==> src/rf_params.svh <==
`ifndef RF_PARAMS_SVH
`define RF_PARAMS_SVH

// Register port address map, 6-bit word index
`define RF_ADDR_W           6
`define RF_ADDR_GEN_HI      6'h0F
`define RF_ADDR_ALT_TAG     3'h2
`define RF_ADDR_STATUS      6'h18
`define RF_ADDR_GLOBAL      6'h19
`define RF_ADDR_SSTATUS     6'h1A
`define RF_ADDR_SAVED_IP    6'h1B
`define RF_ADDR_VBASE       6'h1C
`define RF_ADDR_MAC_HI      6'h1D
`define RF_ADDR_MAC_LO      6'h1E
`define RF_ADDR_LINK        6'h1F
`define RF_ADDR_IPTR        6'h20

// Status word field positions
`define RF_STAT_MODE        30
`define RF_STAT_BANK        29
`define RF_STAT_BLOCK       28
`define RF_STAT_IMASK_HI    7
`define RF_STAT_IMASK_LO    4

// Status word masks: implemented bits, privileged-only bits
`define RF_STAT_IMPL_MASK   32'h700003F3
`define RF_STAT_PRIV_MASK   32'h700000F0
`define RF_STAT_ENTRY_SET   32'h70000000

// Reset values
`define RF_STAT_RESET       32'h700000F0
`define RF_VBASE_RESET      32'h00000000
`define RF_IPTR_RESET       32'hA0000000
`define RF_READ_NONE        32'h00000000

`endif

==> src/rf_pkg.sv <==
`include "rf_params.svh"

package rf_pkg;

    typedef logic [31:0] word_t;

    // Target of one register-port access, one-hot
    typedef enum logic [10:0] {
        K_NONE   = 11'h000,
        K_LOW    = 11'h001,
        K_HIGH   = 11'h002,
        K_STATUS = 11'h004,
        K_GLOBAL = 11'h008,
        K_SSTAT  = 11'h010,
        K_SAVED_IP = 11'h020,
        K_VBASE  = 11'h040,
        K_MAC_HI = 11'h080,
        K_MAC_LO = 11'h100,
        K_LINK   = 11'h200,
        K_IPTR   = 11'h400
    } access_kind_t;

    typedef struct packed {
        access_kind_t kind;
        logic         bank;
        logic [2:0]   idx;
        logic         allowed;
    } decode_t;

    typedef struct packed {
        logic [`RF_ADDR_W-1:0] addr;
        word_t                 wdata;
        logic                  write;
        logic                  read;
    } reg_req_t;

    typedef struct packed {
        word_t                  statusWord;
        word_t                  globalBase;
        word_t                  savedStatus;
        word_t                  savedProgramCounter;
        word_t                  vectorBase;
        word_t                  macHigh;
        word_t                  macLow;
        word_t                  returnLink;
        word_t                  instructionPointer;
        logic [1:0][7:0][31:0]  lowRegs;
        logic [7:0][31:0]       highRegs;
        word_t                  rdata;
        logic                   denied;
        word_t                  indexValue;
    } rf_state_t;

endpackage
==> src/banked_cpu_register_file.sv <==
`timescale 1ns/1ns
`default_nettype none
`include "rf_params.svh"

module banked_cpu_register_file (
    // Clock and reset
    input  wire logic                  clk,
    input  wire logic                  rstn,
    // Register access port
    input  wire logic [`RF_ADDR_W-1:0] regAddr,
    input  wire logic [31:0]           regWdata,
    input  wire logic                  regWrite,
    input  wire logic                  regRead,
    output logic [31:0]                regRdata,
    output logic                       regDenied,
    // Exception sequencing
    input  wire logic                  excEvent,
    input  wire logic                  intAccept,
    input  wire logic [31:0]           excOffset,
    input  wire logic                  rteEvent,
    // Mode and status view
    output logic                       privMode,
    output logic                       bankSelect,
    output logic                       blockBit,
    output logic [3:0]                 interruptMaskLevel,
    output logic [31:0]                indexValue,
    output logic [31:0]                instructionPointer,
    output logic [31:0]                vectorBase
);

    rf_pkg::rf_state_t state_reg;
    rf_pkg::rf_state_t state_next;
    rf_pkg::decode_t   dec;
    rf_pkg::reg_req_t  req;

    // Privilege follows the mode bit alone
    function automatic logic isPrivileged(input rf_pkg::word_t sw);
        isPrivileged = sw[`RF_STAT_MODE];
    endfunction

    // Physical bank that serves general R0 to R7
    function automatic logic generalBank(input rf_pkg::word_t sw);
        generalBank = sw[`RF_STAT_MODE] & sw[`RF_STAT_BANK];
    endfunction

    // Status word as seen by the current mode
    function automatic rf_pkg::word_t statusView(input rf_pkg::word_t sw);
        if (isPrivileged(sw)) begin
            statusView = sw & `RF_STAT_IMPL_MASK;
        end else begin
            statusView = sw & `RF_STAT_IMPL_MASK & ~`RF_STAT_PRIV_MASK;
        end
    endfunction

    assign req.addr  = regAddr;
    assign req.wdata = regWdata;
    assign req.write = regWrite;
    assign req.read  = regRead;

    // Decode always uses the registered status word, so a status write
    // lands before the next access is decoded
    rf_access_decode u_decode (
        .addr       (req.addr),
        .privileged (isPrivileged(state_reg.statusWord)),
        .bankSelect (state_reg.statusWord[`RF_STAT_BANK]),
        .dec        (dec)
    );

    always_comb begin
        state_next        = state_reg;
        state_next.rdata  = `RF_READ_NONE;
        state_next.denied = 1'b0;

        // Write path
        if (req.write) begin
            if (!dec.allowed) begin
                state_next.denied = 1'b1;
            end else begin
                case (dec.kind)
                    rf_pkg::K_LOW: begin
                        state_next.lowRegs[dec.bank][dec.idx] = req.wdata;
                    end
                    rf_pkg::K_HIGH: begin
                        state_next.highRegs[dec.idx] = req.wdata;
                    end
                    rf_pkg::K_STATUS: begin
                        if (isPrivileged(state_reg.statusWord)) begin
                            state_next.statusWord = req.wdata & `RF_STAT_IMPL_MASK;
                        end else begin
                            // User writes leave guarded bits untouched
                            state_next.statusWord = (state_reg.statusWord & `RF_STAT_PRIV_MASK)
                                | (req.wdata & `RF_STAT_IMPL_MASK & ~`RF_STAT_PRIV_MASK);
                        end
                    end
                    rf_pkg::K_GLOBAL: begin
                        state_next.globalBase = req.wdata;
                    end
                    rf_pkg::K_SSTAT: begin
                        state_next.savedStatus = req.wdata & `RF_STAT_IMPL_MASK;
                    end
                    rf_pkg::K_SAVED_IP: begin
                        state_next.savedProgramCounter = req.wdata;
                    end
                    rf_pkg::K_VBASE: begin
                        state_next.vectorBase = req.wdata;
                    end
                    rf_pkg::K_MAC_HI: begin
                        state_next.macHigh = req.wdata;
                    end
                    rf_pkg::K_MAC_LO: begin
                        state_next.macLow = req.wdata;
                    end
                    rf_pkg::K_LINK: begin
                        state_next.returnLink = req.wdata;
                    end
                    rf_pkg::K_IPTR: begin
                        state_next.instructionPointer = req.wdata;
                    end
                    default: begin
                        state_next.denied = 1'b1;
                    end
                endcase
            end
        end

        // Read path, answered in the following cycle only
        if (req.read) begin
            if (!dec.allowed) begin
                state_next.denied = 1'b1;
            end else begin
                case (dec.kind)
                    rf_pkg::K_LOW: begin
                        state_next.rdata = state_reg.lowRegs[dec.bank][dec.idx];
                    end
                    rf_pkg::K_HIGH: begin
                        state_next.rdata = state_reg.highRegs[dec.idx];
                    end
                    rf_pkg::K_STATUS: begin
                        state_next.rdata = statusView(state_reg.statusWord);
                    end
                    rf_pkg::K_GLOBAL: begin
                        state_next.rdata = state_reg.globalBase;
                    end
                    rf_pkg::K_SSTAT: begin
                        state_next.rdata = state_reg.savedStatus;
                    end
                    rf_pkg::K_SAVED_IP: begin
                        state_next.rdata = state_reg.savedProgramCounter;
                    end
                    rf_pkg::K_VBASE: begin
                        state_next.rdata = state_reg.vectorBase;
                    end
                    rf_pkg::K_MAC_HI: begin
                        state_next.rdata = state_reg.macHigh;
                    end
                    rf_pkg::K_MAC_LO: begin
                        state_next.rdata = state_reg.macLow;
                    end
                    rf_pkg::K_LINK: begin
                        state_next.rdata = state_reg.returnLink;
                    end
                    rf_pkg::K_IPTR: begin
                        state_next.rdata = state_reg.instructionPointer;
                    end
                    default: begin
                        state_next.denied = 1'b1;
                    end
                endcase
            end
        end

        // Return from exception; ignored outside privileged mode
        if (rteEvent && isPrivileged(state_reg.statusWord)) begin
            state_next.instructionPointer = state_reg.savedProgramCounter;
            state_next.statusWord         = state_reg.savedStatus & `RF_STAT_IMPL_MASK;
        end

        // Exception entry overrides a same-cycle port write or return
        if (excEvent || intAccept) begin
            state_next.savedProgramCounter = state_reg.instructionPointer;
            state_next.savedStatus         = state_reg.statusWord;
            state_next.statusWord          = state_reg.statusWord | `RF_STAT_ENTRY_SET;
            state_next.instructionPointer  = state_reg.vectorBase + excOffset;
        end

        // Index register tracks the mapping that the next access will see
        state_next.indexValue = state_next.lowRegs[generalBank(state_next.statusWord)][0];
    end

    // One reset input serves both power-on and manual reset
    always_ff @(posedge clk) begin
        if (!rstn) begin
            state_reg                    <= '0;
            state_reg.statusWord         <= `RF_STAT_RESET;
            state_reg.vectorBase         <= `RF_VBASE_RESET;
            state_reg.instructionPointer <= `RF_IPTR_RESET;
        end else begin
            state_reg <= state_next;
        end
    end

    assign regRdata           = state_reg.rdata;
    assign regDenied          = state_reg.denied;
    assign privMode           = state_reg.statusWord[`RF_STAT_MODE];
    assign bankSelect         = state_reg.statusWord[`RF_STAT_BANK];
    assign blockBit           = state_reg.statusWord[`RF_STAT_BLOCK];
    assign interruptMaskLevel = state_reg.statusWord[`RF_STAT_IMASK_HI:`RF_STAT_IMASK_LO];
    assign indexValue         = state_reg.indexValue;
    assign instructionPointer = state_reg.instructionPointer;
    assign vectorBase         = state_reg.vectorBase;

endmodule // banked_cpu_register_file

`default_nettype wire

==> src/rf_access_decode.sv <==
`timescale 1ns/1ns
`default_nettype none
`include "rf_params.svh"

module rf_access_decode (
    // Access
    input  wire logic [`RF_ADDR_W-1:0] addr,
    // Current mode
    input  wire logic                  privileged,
    input  wire logic                  bankSelect,
    // Result
    output rf_pkg::decode_t            dec
);

    always_comb begin
        dec.kind    = rf_pkg::K_NONE;
        dec.bank    = 1'b0;
        dec.idx     = addr[2:0];
        dec.allowed = 1'b0;
        if (addr <= `RF_ADDR_GEN_HI) begin
            dec.allowed = 1'b1;
            if (!addr[3]) begin
                dec.kind = rf_pkg::K_LOW;
                // User mode always sees bank zero
                dec.bank = privileged & bankSelect;
            end else begin
                dec.kind = rf_pkg::K_HIGH;
            end
        end else if (addr[5:3] == `RF_ADDR_ALT_TAG) begin
            // The bank not mapped as general, control-insn path only
            dec.kind    = rf_pkg::K_LOW;
            dec.bank    = ~bankSelect;
            dec.allowed = privileged;
        end else begin
            case (addr)
                `RF_ADDR_STATUS: begin
                    dec.kind    = rf_pkg::K_STATUS;
                    dec.allowed = 1'b1;
                end
                `RF_ADDR_GLOBAL: begin
                    dec.kind    = rf_pkg::K_GLOBAL;
                    dec.allowed = 1'b1;
                end
                `RF_ADDR_SSTATUS: begin
                    dec.kind    = rf_pkg::K_SSTAT;
                    dec.allowed = privileged;
                end
                `RF_ADDR_SAVED_IP: begin
                    dec.kind    = rf_pkg::K_SAVED_IP;
                    dec.allowed = privileged;
                end
                `RF_ADDR_VBASE: begin
                    dec.kind    = rf_pkg::K_VBASE;
                    dec.allowed = privileged;
                end
                `RF_ADDR_MAC_HI: begin
                    dec.kind    = rf_pkg::K_MAC_HI;
                    dec.allowed = 1'b1;
                end
                `RF_ADDR_MAC_LO: begin
                    dec.kind    = rf_pkg::K_MAC_LO;
                    dec.allowed = 1'b1;
                end
                `RF_ADDR_LINK: begin
                    dec.kind    = rf_pkg::K_LINK;
                    dec.allowed = 1'b1;
                end
                `RF_ADDR_IPTR: begin
                    dec.kind    = rf_pkg::K_IPTR;
                    dec.allowed = 1'b1;
                end
                default: begin
                    dec.kind    = rf_pkg::K_NONE;
                    dec.allowed = 1'b0;
                end
            endcase
        end
    end

endmodule // rf_access_decode

`default_nettype wire

==> config.mk <==
export PLATFORM = sky130hd
export DESIGN_NAME = banked_cpu_register_file
export DESIGN_NICKNAME = d
export VERILOG_FILES = /design/src/rf_pkg.sv /design/src/banked_cpu_register_file.sv /design/src/rf_access_decode.sv
export VERILOG_INCLUDE_DIRS = /design/src /design/src/src
export SDC_FILE = /design/constraint.sdc
export NUM_CORES = 2
export LEC_CHECK = 0
export ABC_AREA = 1
export CAP_MARGIN = 20
export CORE_UTILIZATION = 25
export CTS_BUF_LIST = sky130_fd_sc_hd__clkbuf_4 sky130_fd_sc_hd__clkbuf_8
export DETAILED_ROUTE_END_ITERATION = 8
export DONT_BUFFER_PORTS = 1
export PLACE_DENSITY_LB_ADDON = 0.12
export SYNTH_ARGS = -nofsm -noshare
export SYNTH_HDL_FRONTEND = slang
export SYNTH_SLANG_ARGS = --single-unit
==> constraint.sdc <==
create_clock -name clk -period 2.2 [get_ports clk]
set_input_delay 0.44 -clock clk [delete_from_list [all_inputs] [get_ports clk]]
set_output_delay 0.44 -clock clk [all_outputs]
set_load 0.05 [all_outputs]
Word-level counts from Yosys, hierarchy flattened
Cells that the tools add are included.

Input port bits: 77. Register bits: 1121. Output and inout port bits: 136.

Bitwise operators: 6. Eq/ne operators: 21. Add/subtract/negate cells: 1. Reduce and logical (&&, ||, !) cells: 30. Multiplexer cells: 50. $lt $le $gt $ge: 6.

Operators with widths (number): $mux 1056 (2); $mux 256 (4); $mux 32 (17); $bwmux 512 (1); $mux 512 (1); $pmux 32 s11 (1); $bwmux 256 (1); $demux 256 s1 (1); $bmux 32 s3 (2); $pmux 11 s9 (1); $demux 32 s3 (1); $mux 31 (3); $mux 64 (1); $eq 6x5->1 const B (8); $reduce_and 3->1 (11); $add 32x32->32 (1); $or 31x10->31 (1); $reduce_bool 2->1 (7); $mux 12 (1); $eq 11x1->1 const B (1); $eq 11x10->1 const B (1); $eq 11x11->1 const B (1); $eq 11x2->1 const B (1); $eq 11x3->1 const B (1); 27 further kinds (44).

Logic depth before layout (Yosys ltp)
Depth after elaboration: 17. Depth in mapped cells: 18. Mapped depth without buffers: 16.

By module
From an unflattened synthesis, not the netlist that was laid out.

Cells, all modules: 6842. Area total of the unflattened synthesis: 49533.8 µm².

By module, submodules not included: banked_cpu_register_file (cells an instance 6790, times used 1, area an instance 49288.5 µm²); rf_access_decode (cells an instance 52, times used 1, area an instance 245.2 µm²).

Worst setup path before layout
OpenSTA, ideal clock, no wires.

Path type: register -> register. Start: reg state_reg (netlist bit privMode). End: reg state_reg (netlist bit regRdata[4]). Path buffers: 4. Data required time: 2.090 ns. Library setup time: 0.110 ns. Stages on the path, launching flop included: 18. Arrival time: 2.306 ns. Setup slack: -0.216 ns. Clock period less this slack: 2.416 ns. Path through: dfxtp_1 -> buf_2 -> nand2_1 -> nor2_1 -> nand2_1 -> nand2_1 -> buf_2 -> buf_2 -> buf_2 -> nor2_1 -> o21ai_0 -> inv_1 -> nand2_1 -> nand2_1 -> nand2_1 -> nand3_1 -> nand2_1 -> inv_1.

Longest elaborated chain between the ends: 8. Elaborated cells between the ends (all ways): 13.

Ends and longest elaborated chain: from (decl) (RTL line banked_cpu_register_file.sv:31) `rf_pkg::rf_state_t state_reg;`; from (signal assigned) (RTL line banked_cpu_register_file.sv:198) `state_reg <= state_next;`; $and 1x1->1 (RTL line rf_access_decode.sv:25) `dec.bank = privileged & bankSelect;`; $mux 1 (RTL line rf_access_decode.sv:22) `if (!addr[3]) begin`; $mux 12 (RTL line rf_access_decode.sv:20) `` if (addr <= `RF_ADDR_GEN_HI) begin ``; $mux 256 (implied by the code) (2 in a row) (RTL line banked_cpu_register_file.sv:133) `state_next.rdata = state_reg.lowRegs[dec.bank][dec.idx];`; $bmux 32 s3 (RTL line banked_cpu_register_file.sv:133); $mux 32 (implied by the code) (RTL line banked_cpu_register_file.sv:133); $pmux 32 s11 (RTL line banked_cpu_register_file.sv:131) `case (dec.kind)`.

Parallel ways exist; a longest one is shown, timed or not. The select of a mux whose other input is x is not followed. A chain may end at the register's enable or synchronous reset.

Worst setup path in the final report
Start: reg state_reg (netlist bit bankSelect). End: reg state_reg (netlist bit regRdata[12]).

Longest elaborated chain between the ends: 8. Elaborated cells between the ends (all ways): 10.

Ends and longest elaborated chain (RTL line): $and 1x1->1 / $not 1->1 (equally long branches) (rf_access_decode.sv:25, rf_access_decode.sv:32); $mux 1, on equally long branches (rf_access_decode.sv:22, rf_access_decode.sv:29); $mux 12 * (rf_access_decode.sv:20); $mux 256 (implied by the code) * (2 in a row) (banked_cpu_register_file.sv:133); $bmux 32 s3 * (banked_cpu_register_file.sv:133); $mux 32 (implied by the code) * (banked_cpu_register_file.sv:133); $pmux 32 s11 * (banked_cpu_register_file.sv:131).

Every way passes the cells marked *; elsewhere a longest branch is shown, timed or not. The select of a mux whose other input is x is not followed.

==> impl_metrics.json <==
{
  "status": "finished with violations",
  "violations": "negative hold slack, negative setup slack",
  "yosys_warnings": 0,
  "arrival_ns": 3.22,
  "fin_skew_ns": 0.0522,
  "cp-start-kind": "flip-flop",
  "cts_buffers": 207,
  "max_slew_margin_pct": 25.1,
  "netlist-cell-type-count": 45,
  "peakVddDrop_mv": 0.447,
  "final_util_pct": 33.1,
  "worst_slack_ns": -0.121,
  "timing.final.crit_period_ns": 2.32,
  "fin_setup_tns_ns": -5.51,
  "syn_inst": 8564,
  "start_util_pct": 25.2,
  "drt-initial-drc-count": 5435,
  "synth_area_leaders": "dfxtp_1, nand2_1, nand3_1",
  "synthAdderAreaFrac_pct": 0.742,
  "grt_overflow": 0,
  "vias": 59600,
  "endpoint": "regRdata[12]",
  "timing.rr.start": "bankSelect",
  "ys_seq_elements": 1080,
  "r2r_slack_ns": -0.12,
  "syn_nets": 8673,
  "syn2layout_area_growth_pct": 31.1,
  "clk_latency_ns": 1.00,
  "muxShareOfSynthArea_pct": 0,
  "synth_compound_area_share_pct": 13.4,
  "clk_path_buf_depth": 3,
  "rows": 171,
  "ys_seq_area_share_pct": 39.3,
  "yosys.area_share.simple_pct": 36.0,
  "drtAntennaViolNets": 0,
  "nets": 8961,
  "final_hold_viol_count": 72,
  "reg2regPathDepth": 17,
  "grt_usage_pct": 24.3,
  "endpoint_kind": "flip-flop",
  "grt_antenna_before_repair": 10,
  "design_area_sq_um": 72000,
  "path_class": "flip-flop to flip-flop",
  "fin_crit_sh_pct": 105,
  "maxCapViolCount": 0,
  "cts_sinks": 1080,
  "max_freq_mhz": 431,
  "die_h_um": 471,
  "routed_wl_um": 281000,
  "grt_pass1_vias": 56600,
  "synth_top_area_cell": "dfxtp_1",
  "hold_ws_ns": -0.115,
  "final_cell_mix": "nand2_1, nand3_1, dfxtp_1",
  "critical_path_required_ns": 3.10,
  "clkTransAtPathRegs_ns": 0.06,
  "layout-drive-gt1-share_pct": 19.6,
  "slew_violations": 0,
  "worstHoldPathType": "input pin to flip-flop",
  "cellPowerDensity_nw_per_um2": 670,
  "p_total_mw": 48.2,
  "io_pins": 213,
  "cts_tree": "built",
  "grt_max_degree": 254,
  "grt_pass1_wl_um": 402000,
  "avgSynthCellArea_sq_um": 6.42,
  "p_leak_nw": 29.7,
  "gp_congestion": 0.914,
  "die_area_sq_um": 222000,
  "rr_endpoint": "regRdata[12]",
  "drcViolationCount": 0,
  "die_x_um": 471,
  "crit_start": "bankSelect",
  "htreeDepth": 4,
  "synth_top_family_by_area": "simple AND/OR/NAND/NOR gates",
  "vias_per_cell": 5.01,
  "root_buffer": "clkbuf_8",
  "rsz0062_at_grt": "true",
  "finalSetupViolCount": 96,
  "core_sq_um": 218000,
  "placedInstanceArea_sq_um": 62400,
  "final_common_cell": "nand2_1",
  "drt_first_pass_iters": 6,
  "worst_pin_slew_ns": 1.12,
  "wl_per_cell_um": 23.7,
  "hpwl_um": 182000,
  "portBuffers": 0,
  "largest_register_ffs": 944,
  "path_max_fanout": 10,
  "synth_xor_area_share_pct": 0.0478,
  "synth_top_area_share_pct": 39.3,
  "synth_area_sq_um": 55000
}
kinds of logic after synthesis:
family / after synthesis
compound gates: 1394
xor+xnor: 3
fa+ha+maj: 32
buf+inv: 1311
flops: 1080
simple gates: 4744
stage by stage:
stage               worst slack (ns)  instances
floorplan                     0.0176       8564
global placement              -0.634      11300
detailed placement            -0.612      11300
CTS                           -0.132      11900
global route                  -0.174      11900
finish                        -0.121      11900
critical path, stage by stage, from the launching register on:
cell	delay (ns)
dfxtp_4	0.37
nand2_4	0.07
nor2_4	0.14
nand2_8	0.13
nand2_8	0.15
buf_12	0.17
inv_16	0.08
buf_12	0.15
buf_12	0.13
buf_6	0.13
nand2_1	0.06
nand3_1	0.06
nand3b_1	0.19
nand2_2	0.08
nand2_2	0.08
nand3_2	0.09
nand2_2	0.07
inv_1	0.04
final cells by class:
cell class | instances | area [sq um]
clock inverter | 25 | 200
multi-input combinational | 6173 | 29500
inverter | 452 | 1720
tap | 2854 | 3570
clock buffer | 356 | 4300
timing repair buffer | 938 | 11100
sequential | 1080 | 21700
antenna | 8 | 20.0
fill | 23500 | 146000
power breakdown:
part           switching [mW]  total, mW  internal [mW]
Sequential              0.281       20.1           19.8
Clock                    9.58       21.9           12.3
Combinational            4.22       6.30           2.07
Total                    14.1       48.2           34.2
synthesized netlist by cell type, drive strengths merged:
cell type	instances
o21bai	5
nor4	9
o22ai	75
and2	2
o221ai	10
nor2	1020
a21oi	748
nand2	2405
xnor2	1
nand3b	38
o2111ai	12
clkbuf	488
o211ai	5
a31oi	2
a211oi	4
inv	449
dfxtp	1080
and3	1
xor2	2
buf	371
nor3	31
nand3	1128
a21boi	1
clkinv	3
nand4	82
a21o	1
a22oi	1
fa	1
o21ai	471
or2	28
ha	31
o31ai	43
a22o	16
worst min path at each step:
stage / start / end / slack (ns) / depth (start not counted)
2_1_floorplan: state_reg[1061] / state_reg[1061] / 0.42 / 2
3_3_place_gp: state_reg[1085] / state_reg[1085] / 0.44 / 2
3_5_place_dp: state_reg[1081] / state_reg[1081] / 0.44 / 2
4_1_cts: rstn / state_reg[232] / -0.21 / 2
5_1_grt: rstn / state_reg[189] / -0.27 / 2
6_report: rstn / state_reg[285] / -0.11 / 2
layer usage:
layer,vias up,wire length (um),global-route usage [%]
met4,4,9630,8.35
met3,397,18300,3.87
met1,28700,124000,32.2
li1,28300,-,-
met2,2093,129000,39.6
met5,-,29,0
repair_timing:
action	4_1_cts	5_1_grt
gates cloned	20	16
endpoints found under the hold margin	1080	261
pin swaps	84	122
gates resized for setup	374	268
hold buffers	82	8
setup endpoints to repair	417	353
buffers inserted	37	11
(Power assumes the default switching activity.)
